<file path="src/inc/ucp_pkg.sv">
package ucp_pkg;

   // ------------------------------------------------------------
   // Functions behind the hub
   // ------------------------------------------------------------
   localparam int unsigned NUM_FUNC = 5;
   localparam logic [2:0] FN_HUB = 3'h0;
   localparam logic [2:0] FN_ETH = 3'h1;
   localparam logic [2:0] FN_UART = 3'h2;
   localparam logic [2:0] FN_I2C = 3'h3;
   localparam logic [2:0] FN_GPIO = 3'h4;

   // ------------------------------------------------------------
   // Identity defaults (arbitrary values)
   // ------------------------------------------------------------
   localparam logic [15:0] VID_DEFAULT = 16'h1234;
   localparam logic [15:0] PID_HUB_DEFAULT = 16'h0a01;
   localparam logic [15:0] PID_ETH_DEFAULT = 16'h0a02;
   localparam logic [15:0] PID_UART_DEFAULT = 16'h0a03;
   localparam logic [15:0] PID_I2C_DEFAULT = 16'h0a04;
   localparam logic [15:0] PID_GPIO_DEFAULT = 16'h0a05;

   // ------------------------------------------------------------
   // Power
   // ------------------------------------------------------------
   localparam logic [9:0] HUB_MAX_POWER_MA = 10'h0fa;
   localparam logic [7:0] HUB_MAX_POWER_DESC = 8'h7d;

   // ------------------------------------------------------------
   // Endpoint set bits: ctrl, int_in, int_out, bulk_in, bulk_out
   // ------------------------------------------------------------
   localparam int unsigned EP_CTRL = 0;
   localparam int unsigned EP_INT_IN = 1;
   localparam int unsigned EP_INT_OUT = 2;
   localparam int unsigned EP_BULK_IN = 3;
   localparam int unsigned EP_BULK_OUT = 4;
   localparam logic [4:0] EPS_HUB = 5'h03;
   localparam logic [4:0] EPS_BULK = 5'h1b;
   localparam logic [4:0] EPS_HID = 5'h07;
   localparam logic [1:0] NUM_CONFIG = 2'h1;

   // ------------------------------------------------------------
   // Pin modes
   // ------------------------------------------------------------
   typedef enum logic [1:0] {
      UCP_PM_GPIO = 2'h0,
      UCP_PM_UART = 2'h1,
      UCP_PM_RS485 = 2'h3
   } ucp_pin_mode_t;

   // Serial string: 12 hex chars of MAC, then one-time memory char if enabled, else function digit
   localparam logic [7:0] ASCII_ZERO = 8'h30;
   localparam logic [7:0] ASCII_A_MINUS_10 = 8'h37;

   // ------------------------------------------------------------
   // Bring-up sequence
   // ------------------------------------------------------------
   typedef enum logic [1:0] {
      UCP_ST_IDLE = 2'h0,
      UCP_ST_LOAD = 2'h1,
      UCP_ST_READY = 2'h3
   } ucp_state_t;

endpackage : ucp_pkg

</file>
<file path="src/verilog/ucp_top.sv">
`timescale 1ns/1ps

module ucp_top (
   input wire logic core_clk,
   input wire logic resetn,
   // One-time memory contents and load handshake
   input wire logic otp_valid,
   input wire logic otp_lowpwr_active_high,
   input wire logic otp_vid_en,
   input wire logic [15:0] otp_vid,
   input wire logic [4:0] otp_pid_en,
   input wire logic [79:0] otp_pid,
   input wire logic otp_hub_self_powered,
   input wire logic otp_serial_en,
   input wire logic [7:0] otp_serial_char,
   input wire logic [47:0] mac_addr,
   // USB state
   input wire logic usb_suspended,
   input wire logic usb_configured,
   input wire logic usb_high_speed,
   input wire logic board_self_powered,
   // Descriptor query
   input wire logic [2:0] desc_func,
   input wire logic [3:0] desc_serial_idx,
   // UART, modem control, GPIO and I2C drive
   input wire logic acm_driver_active,
   input wire logic [1:0] sel_mode_five,
   input wire logic sel_gpio_seven,
   input wire logic sel_modem_two_three,
   input wire logic uart_tx,
   input wire logic uart_rts_n,
   input wire logic rs485_tx_en,
   input wire logic uart_dtr_n,
   input wire logic [7:0] gpio_out,
   input wire logic [7:0] gpio_oe,
   input wire logic i2c_scl_drive_low,
   input wire logic i2c_sda_drive_low,
   // Outputs
   output logic low_power_indicator,
   output logic desc_ready,
   output logic [15:0] desc_vid,
   output logic [15:0] desc_pid,
   output logic [7:0] desc_serial_char,
   output logic [4:0] desc_endpoints,
   output logic [1:0] desc_num_config,
   output logic desc_self_powered,
   output logic [7:0] desc_max_power,
   output logic desc_func_high_speed,
   output logic eth_phy_power_down,
   output logic enhanced_io_seven_transmit_o,
   output logic enhanced_io_seven_transmit_oe,
   output logic enhanced_io_five_request_send_o,
   output logic enhanced_io_five_request_send_oe,
   output logic enhanced_io_four_clear_send_oe,
   output logic enhanced_io_two_set_ready_oe,
   output logic enhanced_io_three_terminal_ready_o,
   output logic enhanced_io_three_terminal_ready_oe,
   output logic cts_to_uart_en,
   output logic dsr_to_uart_en,
   output logic scl_o,
   output logic scl_oe,
   output logic sda_o,
   output logic sda_oe
);

   // ------------------------------------------------------------
   // State
   // ------------------------------------------------------------
   typedef struct packed {
      ucp_pkg::ucp_state_t st;
      logic lp_high;
      logic vid_en;
      logic [15:0] vid;
      logic [4:0] pid_en;
      logic [79:0] pid;
      logic hub_self;
      logic ser_en;
      logic [7:0] ser_char;
      logic [47:0] mac;
      logic lpi;
      logic rdy;
      logic [15:0] d_vid;
      logic [15:0] d_pid;
      logic [7:0] d_ser;
      logic [4:0] d_eps;
      logic [1:0] d_ncfg;
      logic d_self;
      logic [7:0] d_maxp;
      logic d_hs;
      logic phy_pd;
      logic [9:0] pins;
      logic cts_en;
      logic dsr_en;
      logic scl_oe;
      logic sda_oe;
   } ucp_state_t;

   ucp_state_t s_r;
   ucp_state_t s_nxt;

   // ------------------------------------------------------------
   // Per-function defaults
   // ------------------------------------------------------------
   logic [15:0] pid_def [ucp_pkg::NUM_FUNC];
   logic [4:0] eps_tab [ucp_pkg::NUM_FUNC];
   assign pid_def[0] = ucp_pkg::PID_HUB_DEFAULT;
   assign pid_def[1] = ucp_pkg::PID_ETH_DEFAULT;
   assign pid_def[2] = ucp_pkg::PID_UART_DEFAULT;
   assign pid_def[3] = ucp_pkg::PID_I2C_DEFAULT;
   assign pid_def[4] = ucp_pkg::PID_GPIO_DEFAULT;
   assign eps_tab[0] = ucp_pkg::EPS_HUB;
   assign eps_tab[1] = ucp_pkg::EPS_BULK;
   assign eps_tab[2] = ucp_pkg::EPS_BULK;
   assign eps_tab[3] = ucp_pkg::EPS_HID;
   assign eps_tab[4] = ucp_pkg::EPS_HID;

   logic [15:0] pid_sel [ucp_pkg::NUM_FUNC];
   genvar gi;
   generate
      for (gi = 0; gi < ucp_pkg::NUM_FUNC; gi++) begin : g_pid
         assign pid_sel[gi] = s_r.pid_en[gi] ? s_r.pid[gi*16 +: 16] : pid_def[gi];
      end
   endgenerate

   function automatic logic [7:0] hex_char(input logic [3:0] n);
      hex_char = (n < 4'ha) ? (ucp_pkg::ASCII_ZERO + {4'h0, n})
                            : (ucp_pkg::ASCII_A_MINUS_10 + {4'h0, n});
   endfunction : hex_char

   // ------------------------------------------------------------
   // Next state
   // ------------------------------------------------------------
   always_comb begin
      logic [2:0] f;
      logic valid_f;
      logic bus_pw;
      logic safe;
      f = desc_func;
      valid_f = (desc_func < 3'(ucp_pkg::NUM_FUNC));
      s_nxt = s_r;
      bus_pw = !(s_r.hub_self && board_self_powered);
      safe = usb_configured && !usb_suspended;
      unique case (s_r.st)
         ucp_pkg::UCP_ST_IDLE: begin
            s_nxt.st = ucp_pkg::UCP_ST_LOAD;
         end
         ucp_pkg::UCP_ST_LOAD: begin
            if (otp_valid) begin
               s_nxt.lp_high = otp_lowpwr_active_high;
               s_nxt.vid_en = otp_vid_en;
               s_nxt.vid = otp_vid;
               s_nxt.pid_en = otp_pid_en;
               s_nxt.pid = otp_pid;
               s_nxt.hub_self = otp_hub_self_powered;
               s_nxt.ser_en = otp_serial_en;
               s_nxt.ser_char = otp_serial_char;
               s_nxt.mac = mac_addr;
               s_nxt.st = ucp_pkg::UCP_ST_READY;
            end
         end
         ucp_pkg::UCP_ST_READY: begin
         end
         default: s_nxt.st = ucp_pkg::UCP_ST_IDLE;
      endcase
      s_nxt.rdy = (s_r.st == ucp_pkg::UCP_ST_READY);
      // Low-power indicator, active level from one-time memory
      s_nxt.lpi = safe ? !s_r.lp_high : s_r.lp_high;
      // Descriptor fields
      s_nxt.d_vid = s_r.vid_en ? s_r.vid : ucp_pkg::VID_DEFAULT;
      s_nxt.d_pid = valid_f ? pid_sel[f] : 16'h0000;
      s_nxt.d_eps = valid_f ? eps_tab[f] : 5'h00;
      s_nxt.d_ncfg = valid_f ? ucp_pkg::NUM_CONFIG : 2'h0;
      s_nxt.d_self = (f == ucp_pkg::FN_HUB) ? s_r.hub_self : 1'b1;
      s_nxt.d_maxp = (f == ucp_pkg::FN_HUB && !s_r.hub_self) ?
                     ucp_pkg::HUB_MAX_POWER_DESC : 8'h00;
      s_nxt.d_hs = (f != ucp_pkg::FN_HUB) || usb_high_speed;
      // Serial: 12 MAC hex chars then one-time memory char if enabled, else function digit 0..7
      if (desc_serial_idx < 4'hc) begin
         s_nxt.d_ser = hex_char(s_r.mac[6'(47 - 4 * desc_serial_idx) -: 4]);
      end else if (desc_serial_idx == 4'hc) begin
         s_nxt.d_ser = s_r.ser_en ? s_r.ser_char : (ucp_pkg::ASCII_ZERO + {5'h00, f});
      end else begin
         s_nxt.d_ser = 8'h00;
      end
      // Transceiver power-down in suspend unless self-powered both ways
      s_nxt.phy_pd = usb_suspended && bus_pw;
      // Pin seven
      s_nxt.pins[0] = sel_gpio_seven ? gpio_out[7] : uart_tx;
      s_nxt.pins[1] = sel_gpio_seven ? gpio_oe[7] : 1'b1;
      // Pin five
      unique case (acm_driver_active ? ucp_pkg::UCP_PM_UART
                                     : ucp_pkg::ucp_pin_mode_t'(sel_mode_five))
         ucp_pkg::UCP_PM_UART: begin
            s_nxt.pins[2] = uart_rts_n;
            s_nxt.pins[3] = 1'b1;
         end
         ucp_pkg::UCP_PM_RS485: begin
            s_nxt.pins[2] = rs485_tx_en;
            s_nxt.pins[3] = 1'b1;
         end
         default: begin
            s_nxt.pins[2] = gpio_out[5];
            s_nxt.pins[3] = gpio_oe[5];
         end
      endcase
      // Pin four: input for flow control, else GPIO
      s_nxt.cts_en = acm_driver_active || (sel_mode_five == ucp_pkg::UCP_PM_UART);
      s_nxt.pins[4] = s_nxt.cts_en ? 1'b0 : gpio_oe[4];
      // Pins two and three
      s_nxt.dsr_en = sel_modem_two_three;
      s_nxt.pins[5] = sel_modem_two_three ? 1'b0 : gpio_oe[2];
      s_nxt.pins[6] = sel_modem_two_three ? uart_dtr_n : gpio_out[3];
      s_nxt.pins[7] = sel_modem_two_three ? 1'b1 : gpio_oe[3];
      // Open drain: data level always low
      s_nxt.pins[9:8] = 2'h0;
      // I2C open drain: enable only to pull low
      s_nxt.scl_oe = i2c_scl_drive_low;
      s_nxt.sda_oe = i2c_sda_drive_low;
   end

   // ------------------------------------------------------------
   // Registers
   // ------------------------------------------------------------
   always_ff @(posedge core_clk or negedge resetn) begin
      if (!resetn) begin
         s_r <= '0;
         s_r.lpi <= 1'b0;
      end else begin
         s_r <= s_nxt;
      end
   end

   assign low_power_indicator = s_r.lpi;
   assign desc_ready = s_r.rdy;
   assign desc_vid = s_r.d_vid;
   assign desc_pid = s_r.d_pid;
   assign desc_serial_char = s_r.d_ser;
   assign desc_endpoints = s_r.d_eps;
   assign desc_num_config = s_r.d_ncfg;
   assign desc_self_powered = s_r.d_self;
   assign desc_max_power = s_r.d_maxp;
   assign desc_func_high_speed = s_r.d_hs;
   assign eth_phy_power_down = s_r.phy_pd;
   assign enhanced_io_seven_transmit_o = s_r.pins[0];
   assign enhanced_io_seven_transmit_oe = s_r.pins[1];
   assign enhanced_io_five_request_send_o = s_r.pins[2];
   assign enhanced_io_five_request_send_oe = s_r.pins[3];
   assign enhanced_io_four_clear_send_oe = s_r.pins[4];
   assign enhanced_io_two_set_ready_oe = s_r.pins[5];
   assign enhanced_io_three_terminal_ready_o = s_r.pins[6];
   assign enhanced_io_three_terminal_ready_oe = s_r.pins[7];
   assign cts_to_uart_en = s_r.cts_en;
   assign dsr_to_uart_en = s_r.dsr_en;
   assign scl_o = s_r.pins[8];
   assign scl_oe = s_r.scl_oe;
   assign sda_o = s_r.pins[9];
   assign sda_oe = s_r.sda_oe;

endmodule : ucp_top
</file>
<file path="config.mk">
export PLATFORM = sky130hd
export DESIGN_NAME = ucp_top
export DESIGN_NICKNAME = d
export VERILOG_FILES = /design/src/inc/ucp_pkg.sv /design/src/verilog/ucp_top.sv
export SDC_FILE = /design/constraint.sdc
export NUM_CORES = 1
export LEC_CHECK = 0
export BUFFER_PORTS_ARGS = -buffer_cell sky130_fd_sc_hd__buf_2
export CORE_MARGIN = 2
export CORE_UTILIZATION = 56
export DETAILED_ROUTE_END_ITERATION = 16
export GPL_TIMING_DRIVEN = 0
export PLACE_DENSITY = 0.89
export SLEW_MARGIN = 30
export SYNTH_ARGS = -nofsm -noshare
export SYNTH_HDL_FRONTEND = slang
export SYNTH_SLANG_ARGS = --single-unit
export TNS_END_PERCENT = 1
</file>
<file path="constraint.sdc">
create_clock -name core_clk -period 5.7 [get_ports core_clk]
set_input_delay 0.57 -clock core_clk [delete_from_list [all_inputs] [get_ports core_clk]]
set_output_delay 0.57 -clock core_clk [all_outputs]
set_load 0.02 [all_outputs]
</file>
# Word level (Yosys, flattened, before mapping)
# Memory sizes are Yosys's and may differ from the RTL's.
# Cells that the tools add are included.
dict set report word_totals {
  reg_bits 233
  mem_count 1
  in_bits 202
  rom_bits 40
  latch_bits 0
  elab_cells 91
  ram_bits 0
}
dict set report op_classes {
  order_cmp 4
  n_reduce_logical 15
  div 0
  addsub 4
  n_bitwise 2
  mul 0
  shift 1
  n_eq_ne 7
  mux 31
}
# name words width rd rd_ports_with_merged_regs wr line_no
set memory_table {}
lappend memory_table {{(no name shown)} 8 5 1 0 0 ucp_top.sv:171} ;# s_nxt.d_eps = valid_f ? eps_tab[f] : 5'h00;
# cell count
set ops {}
lappend ops {{two-way mux 163 bit} 1}
lappend ops {{two-way mux 16 bit} 9}
lappend ops {{variable part select 51 x 7 -> 4 bit} 1}
lappend ops {{binary-select mux 16 bit (select 3 bit)} 1}
lappend ops {{two-way mux 8 bit} 3}
lappend ops {{two-way mux 5 bit} 3}
lappend ops {{adder 6 x 4 -> 7 bit (first input constant)} 2}
lappend ops {{two-way mux 7 bit} 2}
lappend ops {{two-way mux 1 bit} 9}
lappend ops {{< comparator 4 bit (second input constant)} 2}
lappend ops {{adder 6 x 3 -> 7 bit (first input constant)} 1}
lappend ops {{== test 2 x 1 -> 1 bit (second input constant)} 3}
lappend ops {{case mux 2 bit (3 select lines)} 1}
lappend ops {{subtractor 6 bit (first input constant)} 1}
lappend ops {{== test 2 bit (second input constant)} 2}
lappend ops {{== test 4 bit (second input constant)} 1}
lappend ops {{>= comparator 4 bit (second input constant)} 1}
lappend ops {{logical AND 1 bit} 4}
lappend ops {{logical NOT 1 bit} 4}
lappend ops {{inverter 3 -> 4 bit} 1}
lappend ops {{case mux 2 bit (2 select lines)} 1}
lappend ops {{AND reduction 2 bit} 2}
lappend ops {{logical NOT 3 bit} 1}
lappend ops {{< comparator 3 bit (second input constant)} 1}
lappend ops {{other kinds (6)} 7}

# Depth between registers and ports, before layout
# Gate-level depths: netlist of run 1.
dict set report depth {
  depth_word 5
  depth_mapped 10
}

# Worst setup path after synthesis of run 1
# OpenSTA, ideal clock, no wires.
dict set report synth_timing {
  path_kind {input-to-reg}
  start {in desc_serial_idx[0]}
  end {reg s_r[36] (netlist: desc_serial_char[4])}
  path_slack_ps 3450
  cell_stages 8
  setup_ps 83
  required_ps 5617
  arrival_ps 2167
  cell_sequence {buf_6 > mux4_2 > or2_4 > a32oi_4 > ha_1 > o21ai_1 > a21o_1 > o21ai_0}
}
dict set report synth_between {
  elab_chain_cells 5
  word_cells_on_any_way 10
  classes_between {add/sub: 3; order compare: 2; eq/ne: 1; shift: 1; mux: 3}
}
# item line_no
set synth_lines {}
lappend synth_lines {{start, declared} ucp_top.sv:24} ;# input wire logic [3:0] desc_serial_idx,
lappend synth_lines {{subtractor 6 bit} ucp_top.sv:179} ;# s_nxt.d_ser = hex_char(s_r.mac[6'(47 - 4 * desc_serial_idx) -: 4]);
lappend synth_lines {{variable part select 51 x 7 -> 4 bit} ucp_top.sv:179}
lappend synth_lines {{adder 6 x 4 -> 7 bit, or another cell as far along} ucp_top.sv:127} ;# : (ucp_pkg::ASCII_A_MINUS_10 + {4'h0, n});
lappend synth_lines {{two-way mux 7 bit} ucp_top.sv:126} ;# hex_char = (n < 4'ha) ? (ucp_pkg::ASCII_ZERO + {4'h0, n})
lappend synth_lines {{two-way mux 8 bit *} ucp_top.sv:178} ;# if (desc_serial_idx < 4'hc) begin
lappend synth_lines {{via s_nxt[36]} ucp_top.sv:99} ;# ucp_state_t s_nxt;
lappend synth_lines {{end signal, assigned} ucp_top.sv:229} ;# s_r <= s_nxt;
lappend synth_lines {{end, declared} ucp_top.sv:98} ;# ucp_state_t s_r;
# Mark *: on every way through the listed nets, which the timed path passes. The rest lies on a longest branch.
# A chain may end at the register's enable or synchronous reset.

# Final worst setup path of run 1
dict set report layout_timing {
  start {reg s_r[235]}
  end {reg s_r[168]}
}
dict set report layout_between {
  elab_chain_cells 2
}
# item line_no
set layout_lines {}
lappend layout_lines {{== test 2 x 1 -> 1 bit} ucp_top.sv:143} ;# unique case (s_r.st)
lappend layout_lines {{AND reduction 2 bit (no line)} -}
# No other way between the ends.

==> qor.yml, run 1 <==
arr_time_crit_path_ns: 2.92
yosys-top-cells-area: "sky130_fd_sc_hd__dfrtp_1 (59%), sky130_fd_sc_hd__mux2_2 (19%), sky130_fd_sc_hd__buf_4 (4.6%)"
synth.yosys.seq_area_share_pct: 58.8
drv_slew: 0
totalPowerFinal_uw: 3970
total_switching_power_uw: 955
synth_compound_area_share_pct: 6.49
synth_fa_ha_area_share_pct: 0.525
drt.antenna.violating_nets: 0
clock_skew_ns: 0.0126
worstSetupEndpointType: "register"
ys.flop_type: "sky130_fd_sc_hd__dfrtp_1"
seqPwrFrac_pct: 46.6
drv_cap: 0
aggregate_negative_setup_slack_ns: 0
synthToLayoutAreaGrowth_pct: 25.8
post_synth_mux_area_share_pct: 22.5
share_of_async_settable_or_async_resettable_flops_after_synthesis_pct: 100
via_per_inst: 5.45
worst_hold_path_type: "in2async"
cts-htree-levels: 1
clockBufferDepth: 3
powerDensity_nw_per_um2: 331
yosys.area_share.xor_xnor_pct: 0.184
clock_sink_count: 224
regArea_um2: 5610
finalWeightedCongestion: 0.865
hold_violations: 0
clock_insertion_delay_worst_skew_ns: 0.50
critical_path_required_ns: 6.08
die_height_um: 135
yosysMostFrequentCell: "sky130_fd_sc_hd__dfrtp_1"
synth_top_area_share_pct: 58.8
synth_simple_gate_area_share_pct: 5.17
synthDistinctLibCells: 49
critical_path_type: "reg2reg"
multi_input_logic_area_um2: 3340
setup_violations: 0
final_area_um2: 12000
number_of_flops_mapped_to_enable_cells_by_yosys: 0
final.min_clock_period_ns: 2.54
first_global_vias: 7067
syn_area_um2: 9540
cts_hold_buf: 0
die_area_um2: 18100
grt_first_pass_wirelength_um: 35500
floorplan.core_area_um2: 16600
grt_antenna_before_repair: 5
synth_cells: 692
average_wire_length_per_cell_after_detail_routing_um: 18.8
post_detailed_placement_half_perimeter_wirelength_um: 16500
detail_route.drc_violations: 0
power.clock.fraction_pct: 39.3
finish.net_count: 1190
floorplan.initialDensity_pct: 57.3
die_width_um: 135
yosysWarningCount: 0
power.leakage_uw: 0.00591
p_comb_share_pct: 14.1
crit_path_max_fanout: 10
layout_worst_path_cycle_share_pct: 44.6
grt_remaining_overflow: 0
run_status: "finished clean"
detailedRoute.firstPassIterationCount: 5
yosys-top-cells-count: "sky130_fd_sc_hd__dfrtp_1 (224), sky130_fd_sc_hd__mux2_2 (164), sky130_fd_sc_hd__buf_4 (58)"
syn_area_per_cell_um2: 13.8
slew_headroom_pct: 51.4
globalRouteTotalUtil_pct: 25.4
post_cts.resized_instances: 0
tritoncts_clock_tree: "yes"
via_count: 6663
tightest_slew_ns: 0.729
ys_seq_elements: 224
cts_made_buffers: 23
placed_area_um2: 11200
max_clock_freq_ghz: 0.393
cts_root_buffer: "sky130_fd_sc_hd__clkbuf_16"
crit_path_start_kind: "register"
largest_family_of_logic_cells_by_synthesized_area: "multiplexers"
grt_setup_unrepaired: "no"
routed_wirelength_um: 23000
floorplan.io_pins: 276
netSwitchingFraction_pct: 24.0
core.rowCount: 47
port_buf_inserts: 261
pin_count_of_the_biggest_net_entering_global_routing: 88
cellInternalPower_uw: 3020
nFillCells: 1087
cts.clk_slew.worst_paths_ns: 0.06
layout-drive-gt1-share_pct: 53.4
postCtsSetupRepairBufs: 0
synth.largest_area_cell: "sky130_fd_sc_hd__dfrtp_1"
vdd.ir_drop.worst_mv: 0.272
detail_route.iter0.violations: 450
## critical path, stage by stage (launching register included)
cell and delay (ns):
sky130_fd_sc_hd__dfrtp_1 0.40, sky130_fd_sc_hd__nand3b_1 0.09, sky130_fd_sc_hd__clkbuf_1 0.38, sky130_fd_sc_hd__clkbuf_1 0.53, sky130_fd_sc_hd__clkbuf_1 0.62, sky130_fd_sc_hd__mux2_2 0.42
## cell usage in the layout (no fill, tap or decap), types with 4 or more instances in the layout
| cell type | instances |
|---|---|
| sky130_fd_sc_hd__o22ai_1 | 8 |
| sky130_fd_sc_hd__and2_1 | 17 |
| sky130_fd_sc_hd__clkbuf_16 | 23 |
| sky130_fd_sc_hd__conb_1 | 5 |
| sky130_fd_sc_hd__nor2b_1 | 12 |
| sky130_fd_sc_hd__mux2i_1 | 11 |
| sky130_fd_sc_hd__dfrtp_1 | 224 |
| sky130_fd_sc_hd__nand3_1 | 5 |
| sky130_fd_sc_hd__buf_4 | 58 |
| sky130_fd_sc_hd__clkbuf_1 | 37 |
| sky130_fd_sc_hd__a221oi_1 | 25 |
| sky130_fd_sc_hd__ha_1 | 4 |
| sky130_fd_sc_hd__nand2b_1 | 11 |
| sky130_fd_sc_hd__a21oi_1 | 10 |
| sky130_fd_sc_hd__nor2_1 | 11 |
| sky130_fd_sc_hd__inv_1 | 7 |
| sky130_fd_sc_hd__mux2_2 | 164 |
| sky130_fd_sc_hd__bufinv_16 | 4 |
| sky130_fd_sc_hd__nand2_1 | 28 |
| sky130_fd_sc_hd__o21ai_0 | 11 |
| sky130_fd_sc_hd__buf_2 | 262 |
| sky130_fd_sc_hd__mux4_2 | 6 |
| sky130_fd_sc_hd__o31ai_1 | 12 |
## cells by family (layout without fill, tap and decap cells)
family,after synthesis,after routing
muxes,183,183
other,1,8
buffers and inverters,101,405
AOI/OAI and AO/OA,83,83
and+or+nand+nor,94,94
adders and majority gates,4,4
DFF,224,224
xor gates and xnor gates,2,2
## final cells by class
cell class / instances / share of cell area [%]
repair buffers: 263 / 11.4
multi-input cells: 371 / 27.9
flip-flops and latches: 224 / 46.7
clock inverters: 8 / 1.22
plain buffers: 93 / 4.81
inverters: 8 / 0.250
clock buffers: 33 / 5.36
diodes: 3 / 0.0626
well taps: 220 / 2.29
## sequential cells by signal, indices dropped and copies added (netlist names), 3 cells and up
register	cells
desc_vid	16
s_r	163
desc_serial_char	8
desc_pid	16
desc_endpoints	3
## path summary, 6_finish.rpt
kind / depth (start not counted) / slack [ns] / end / start
setup / recovery: 5 / 3.16 / s_r[168]$_DFFE_PN0P_ / s_r[235]$_DFFE_PN0P_
hold / removal: 1 / 0.06 / cts_to_uart_en$_DFF_PN0_ / resetn
setup reg to reg: 5 / 3.16 / s_r[168]$_DFFE_PN0P_ / s_r[235]$_DFFE_PN0P_
hold reg to reg: 1 / 0.46 / desc_vid[4]$_DFF_PN0_ / s_r[221]$_DFFE_PN0P_
max in group asynchronous: 2 / 4.82 / desc_pid[14]$_DFF_PN0_ / resetn
min in group core_clk: 1 / 0.18 / sda_oe$_DFF_PN0_ / i2c_sda_drive_low
## power by group through the flow
stage	Combinational (µW)	Clock, µW	Sequential [µW]
CTS	567	1580	1850
finish	561	1560	1850
floorplan	349	0	1850
global route	610	1650	1870
global placement	537	0	1860
detailed placement	560	0	1880
## per-layer routing
metal	global-route usage, %	up-vias	part of all wire [%]	wire length, µm
met5	0	-	0.048	11
met1	30.7	3287	38	8760
met2	45.0	312	51	11700
met3	5.14	69	7.1	1620
li1	-	2993	-	-
met4	9.88	2	3.7	857
## per-stage QoR
step	setup slack [ns]	hold slack, ns	util, %	instances
2_1_floorplan	3.45	0.274	-	696
3_3_place_gp	0.351	0.439	66.9	1177
3_5_place_dp	2.87	0.456	67.3	1179
4_1_cts	3.13	0.0636	72.1	1220
5_1_grt	2.99	0.0988	72.1	1223
6_report	3.16	0.0599	72.1	1223
No activity file was read; power rests on OpenSTA's default activity.
==> inputs of run 2 (changes only) <==
--- a/config.mk
+++ b/config.mk
@@ -7,10 +7,10 @@
 export LEC_CHECK = 0
 export BUFFER_PORTS_ARGS = -buffer_cell sky130_fd_sc_hd__buf_2
 export CORE_MARGIN = 2
-export CORE_UTILIZATION = 56
+export CORE_UTILIZATION = 47
 export DETAILED_ROUTE_END_ITERATION = 16
 export GPL_TIMING_DRIVEN = 0
-export PLACE_DENSITY = 0.89
+export PLACE_DENSITY = 0.8
 export SLEW_MARGIN = 30
 export SYNTH_ARGS = -nofsm -noshare
 export SYNTH_HDL_FRONTEND = slang
==> constraint.sdc (replaced) <==
create_clock -name core_clk -period 2.3 [get_ports core_clk]
set_input_delay 0.23 -clock core_clk [delete_from_list [all_inputs] [get_ports core_clk]]
set_output_delay 0.23 -clock core_clk [all_outputs]
set_load 0.02 [all_outputs]
==> qor.yml, run 2 (synthesis results as in run 1) <==
critical_path.cell_chain: "mux4_1 > nand2b_1 > a32oi_1 > ha_1 > o21ai_1 > a21o_1 > o21ai_0"
detail_route.iter0.violations: 495  # +10%
layout_common_cells: "sky130_fd_sc_hd__buf_2 (262), sky130_fd_sc_hd__dfrtp_1 (224), sky130_fd_sc_hd__dlygate4sd3_1 (186)"
timing.hold.worst_path_depth: 2
die_width_um: 146  # +8.9%
post_detailed_placement_half_perimeter_wirelength_um: 17200  # +4.2%
aggregate_negative_setup_slack_ns: 0  # unchanged
final_core_utilization_pct: 69.7  # -2.4 points
powerDensity_nw_per_um2: 748  # +130%
final.min_clock_period_ns: 2.17  # -0.377 ns
total_switching_power_uw: 2600  # +170%
arr_time_crit_path_ns: 2.58  # -0.34 ns
max_flop_register: "s_r"
detailedRoute.firstPassIterationCount: 7  # +2
grt_first_pass_wirelength_um: 44500  # +25%
seqPwrFrac_pct: 44.0  # -2.6 points
r2r_slack_ns: 0.13  # -3.02 ns
pin_count_of_the_biggest_net_entering_global_routing: 88  # unchanged
finalWeightedCongestion: 0.821  # -5.1%
critical_path_type: "reg2reg"
grt_remaining_overflow: 0  # unchanged
power.leakage_uw: 0.00675  # +14%
slew_headroom_pct: 48.3  # -3.1 points
netSwitchingFraction_pct: 24.8  # +0.76 points
clockBufferDepth: 3  # unchanged
drt.antenna.violating_nets: 0  # unchanged
first_global_vias: 8361  # +18%
detail_route.drc_violations: 0  # unchanged
via_count: 7467  # +12%
worst-r2r-cell-count: 7  # +2
power.clock.fraction_pct: 40.0  # +0.7 points
cts_root_buffer: "sky130_fd_sc_hd__clkbuf_16"
layout_worst_path_cycle_share_pct: 94.2  # +50 points
postCtsSetupRepairBufs: 0  # unchanged
worst_hold_path_type: "in2reg"
crit_path_max_fanout: 3  # -7
routed_wirelength_um: 28600  # +24%
clock_skew_ns: 0.0180  # +0.00540 ns
tightest_slew_ns: 0.776  # +0.0467 ns
floorplan.initialDensity_pct: 47.5  # -9.9 points
nFillCells: 1349  # +24%
max_clock_freq_ghz: 0.462  # +17%
clock_insertion_delay_worst_skew_ns: 0.52  # +0.02 ns
critical_path.slowest_cell: "sky130_fd_sc_hd__mux4_1"
floorplan.io_pins: 276  # unchanged
timing.hold.worst.start: "sel_mode_five[0]"
most_common_library_cell_in_the_layout_ignoring_fill_and_taps: "sky130_fd_sc_hd__buf_2"
slowest_delay_ns: 0.52  # -0.10 ns
p_comb_share_pct: 16.1  # +2.0 points
cts-htree-levels: 1  # unchanged
floorplan.core_area_um2: 20100  # +21%
largest_reg_flops: 163  # unchanged
clock_sink_count: 224  # unchanged
multi_input_logic_area_um2: 3340  # unchanged
drv_cap: 0  # unchanged
average_wire_length_per_cell_after_detail_routing_um: 19.5  # +4.1%
critical_path.reg2reg.endpoint: "desc_serial_char[4]$_DFF_PN0_"
critical_path_required_ns: 2.71  # -3.37 ns
worstSetupEndpointType: "register"
crit_path_start_kind: "register"
rr_startpoint: "s_r[74]$_DFFE_PN0P_"
via_per_inst: 5.11  # -6.3%
grt_antenna_before_repair: 2  # -3
vdd.ir_drop.worst_mv: 0.578  # +110%
cts.clk_slew.worst_paths_ns: 0.06  # about the same
core.rowCount: 52  # +11%
die_area_um2: 21500  # +19%
globalRouteTotalUtil_pct: 26.6  # +1.2 points
tritoncts_clock_tree: "yes"
cellInternalPower_uw: 7890  # +160%
die_height_um: 146  # +8.9%
hold_violations: 0  # unchanged
regArea_um2: 5610  # unchanged
drv_slew: 0  # unchanged
grt_setup_unrepaired: "no"
cts_made_buffers: 25  # +8.7%
finish.net_count: 1378  # +16%
synthToLayoutAreaGrowth_pct: 46.9
run_status: "finished clean"
setup_violations: 0  # unchanged
layout-drive-gt1-share_pct: 46.3  # -7.1 points
min_delay_worst_endpoint: "cts_to_uart_en$_DFF_PN0_"
port_buf_inserts: 261  # unchanged
[run 2: worst max-delay path by stage]
stage | cells past startpoint | endpoint | startpoint
6_report | 7 | desc_serial_char[4]$_DFF_PN0_ | s_r[74]$_DFFE_PN0P_
5_1_grt | 5 | s_r[165]$_DFFE_PN0P_ | s_r[236]$_DFFE_PN0P_
4_1_cts | 5 | s_r[147]$_DFFE_PN0P_ | s_r[236]$_DFFE_PN0P_
3_5_place_dp | 5 | s_r[165]$_DFFE_PN0P_ | s_r[235]$_DFFE_PN0P_
3_3_place_gp | 1 | s_r[154]$_DFFE_PN0P_ | resetn
2_1_floorplan | 8 | desc_serial_char[4]$_DFF_PN0_ | desc_serial_idx[0]
[run 2: power groups by stage]
stage               Combinational [µW]  Clock [µW]  Sequential (µW)
finish                            1680        4190             4610
global route                      1810        4400             4650
CTS                               1650        4220             4580
detailed placement                1390           0             4650
global placement                  1340           0             4630
floorplan                          865           0             4590
[run 2: final cells by class]
type,instances,area share (%)
Inverter,8,0.214
Clock buffer,36,5.33
Clock inverter,9,0.919
Timing Repair Buffer,449,23.1
Buffer,93,4.19
Multi-Input combinational cell,371,23.8
Sequential cell,224,40.0
Tap cell,270,2.41
Antenna cell,2,0.0357
[run 2: metrics by stage]
stage,hold WS (ns),setup WS (ns),area [µm²],power [µW],instances
2_1_floorplan,-0.0656,0.390,9560,5460,696
5_1_grt,0.0457,0.0553,14000,10900,1462
3_5_place_dp,0.191,-0.232,11300,6040,1229
6_report,0.0407,0.133,14000,10500,1462
3_3_place_gp,0.339,-2.81,11200,5970,1227
4_1_cts,0.00645,0.0499,14000,10500,1460
[run 2: timing repair]
| action | 4_1_cts | 5_1_grt |
|---|---|---|
| pin swaps | 0 | 0 |
| resized for setup | 5 | 8 |
| hold buffers | 186 | 0 |
| setup endpoints to repair | 80 | 40 |
| hold endpoints to repair | 232 | 0 |
[run 2: metal layers]
metal  share of wire (%)  GRT usage, %  up-vias
met1                  38          31.2     3707
li1                    -             -     3359
met2                  52          48.3      313
met4                 4.3          11.9        0
met5                   0             0        -
met3                 5.1          4.06       88
[run 2: worst max-delay path, delay by kind of cell (launching register included)]
kind            cells  cell delay [ns]
compound gates      4             0.73
fa+ha+maj           1             0.26
flops               1             0.40
mux                 1             0.52
simple gates        1             0.17
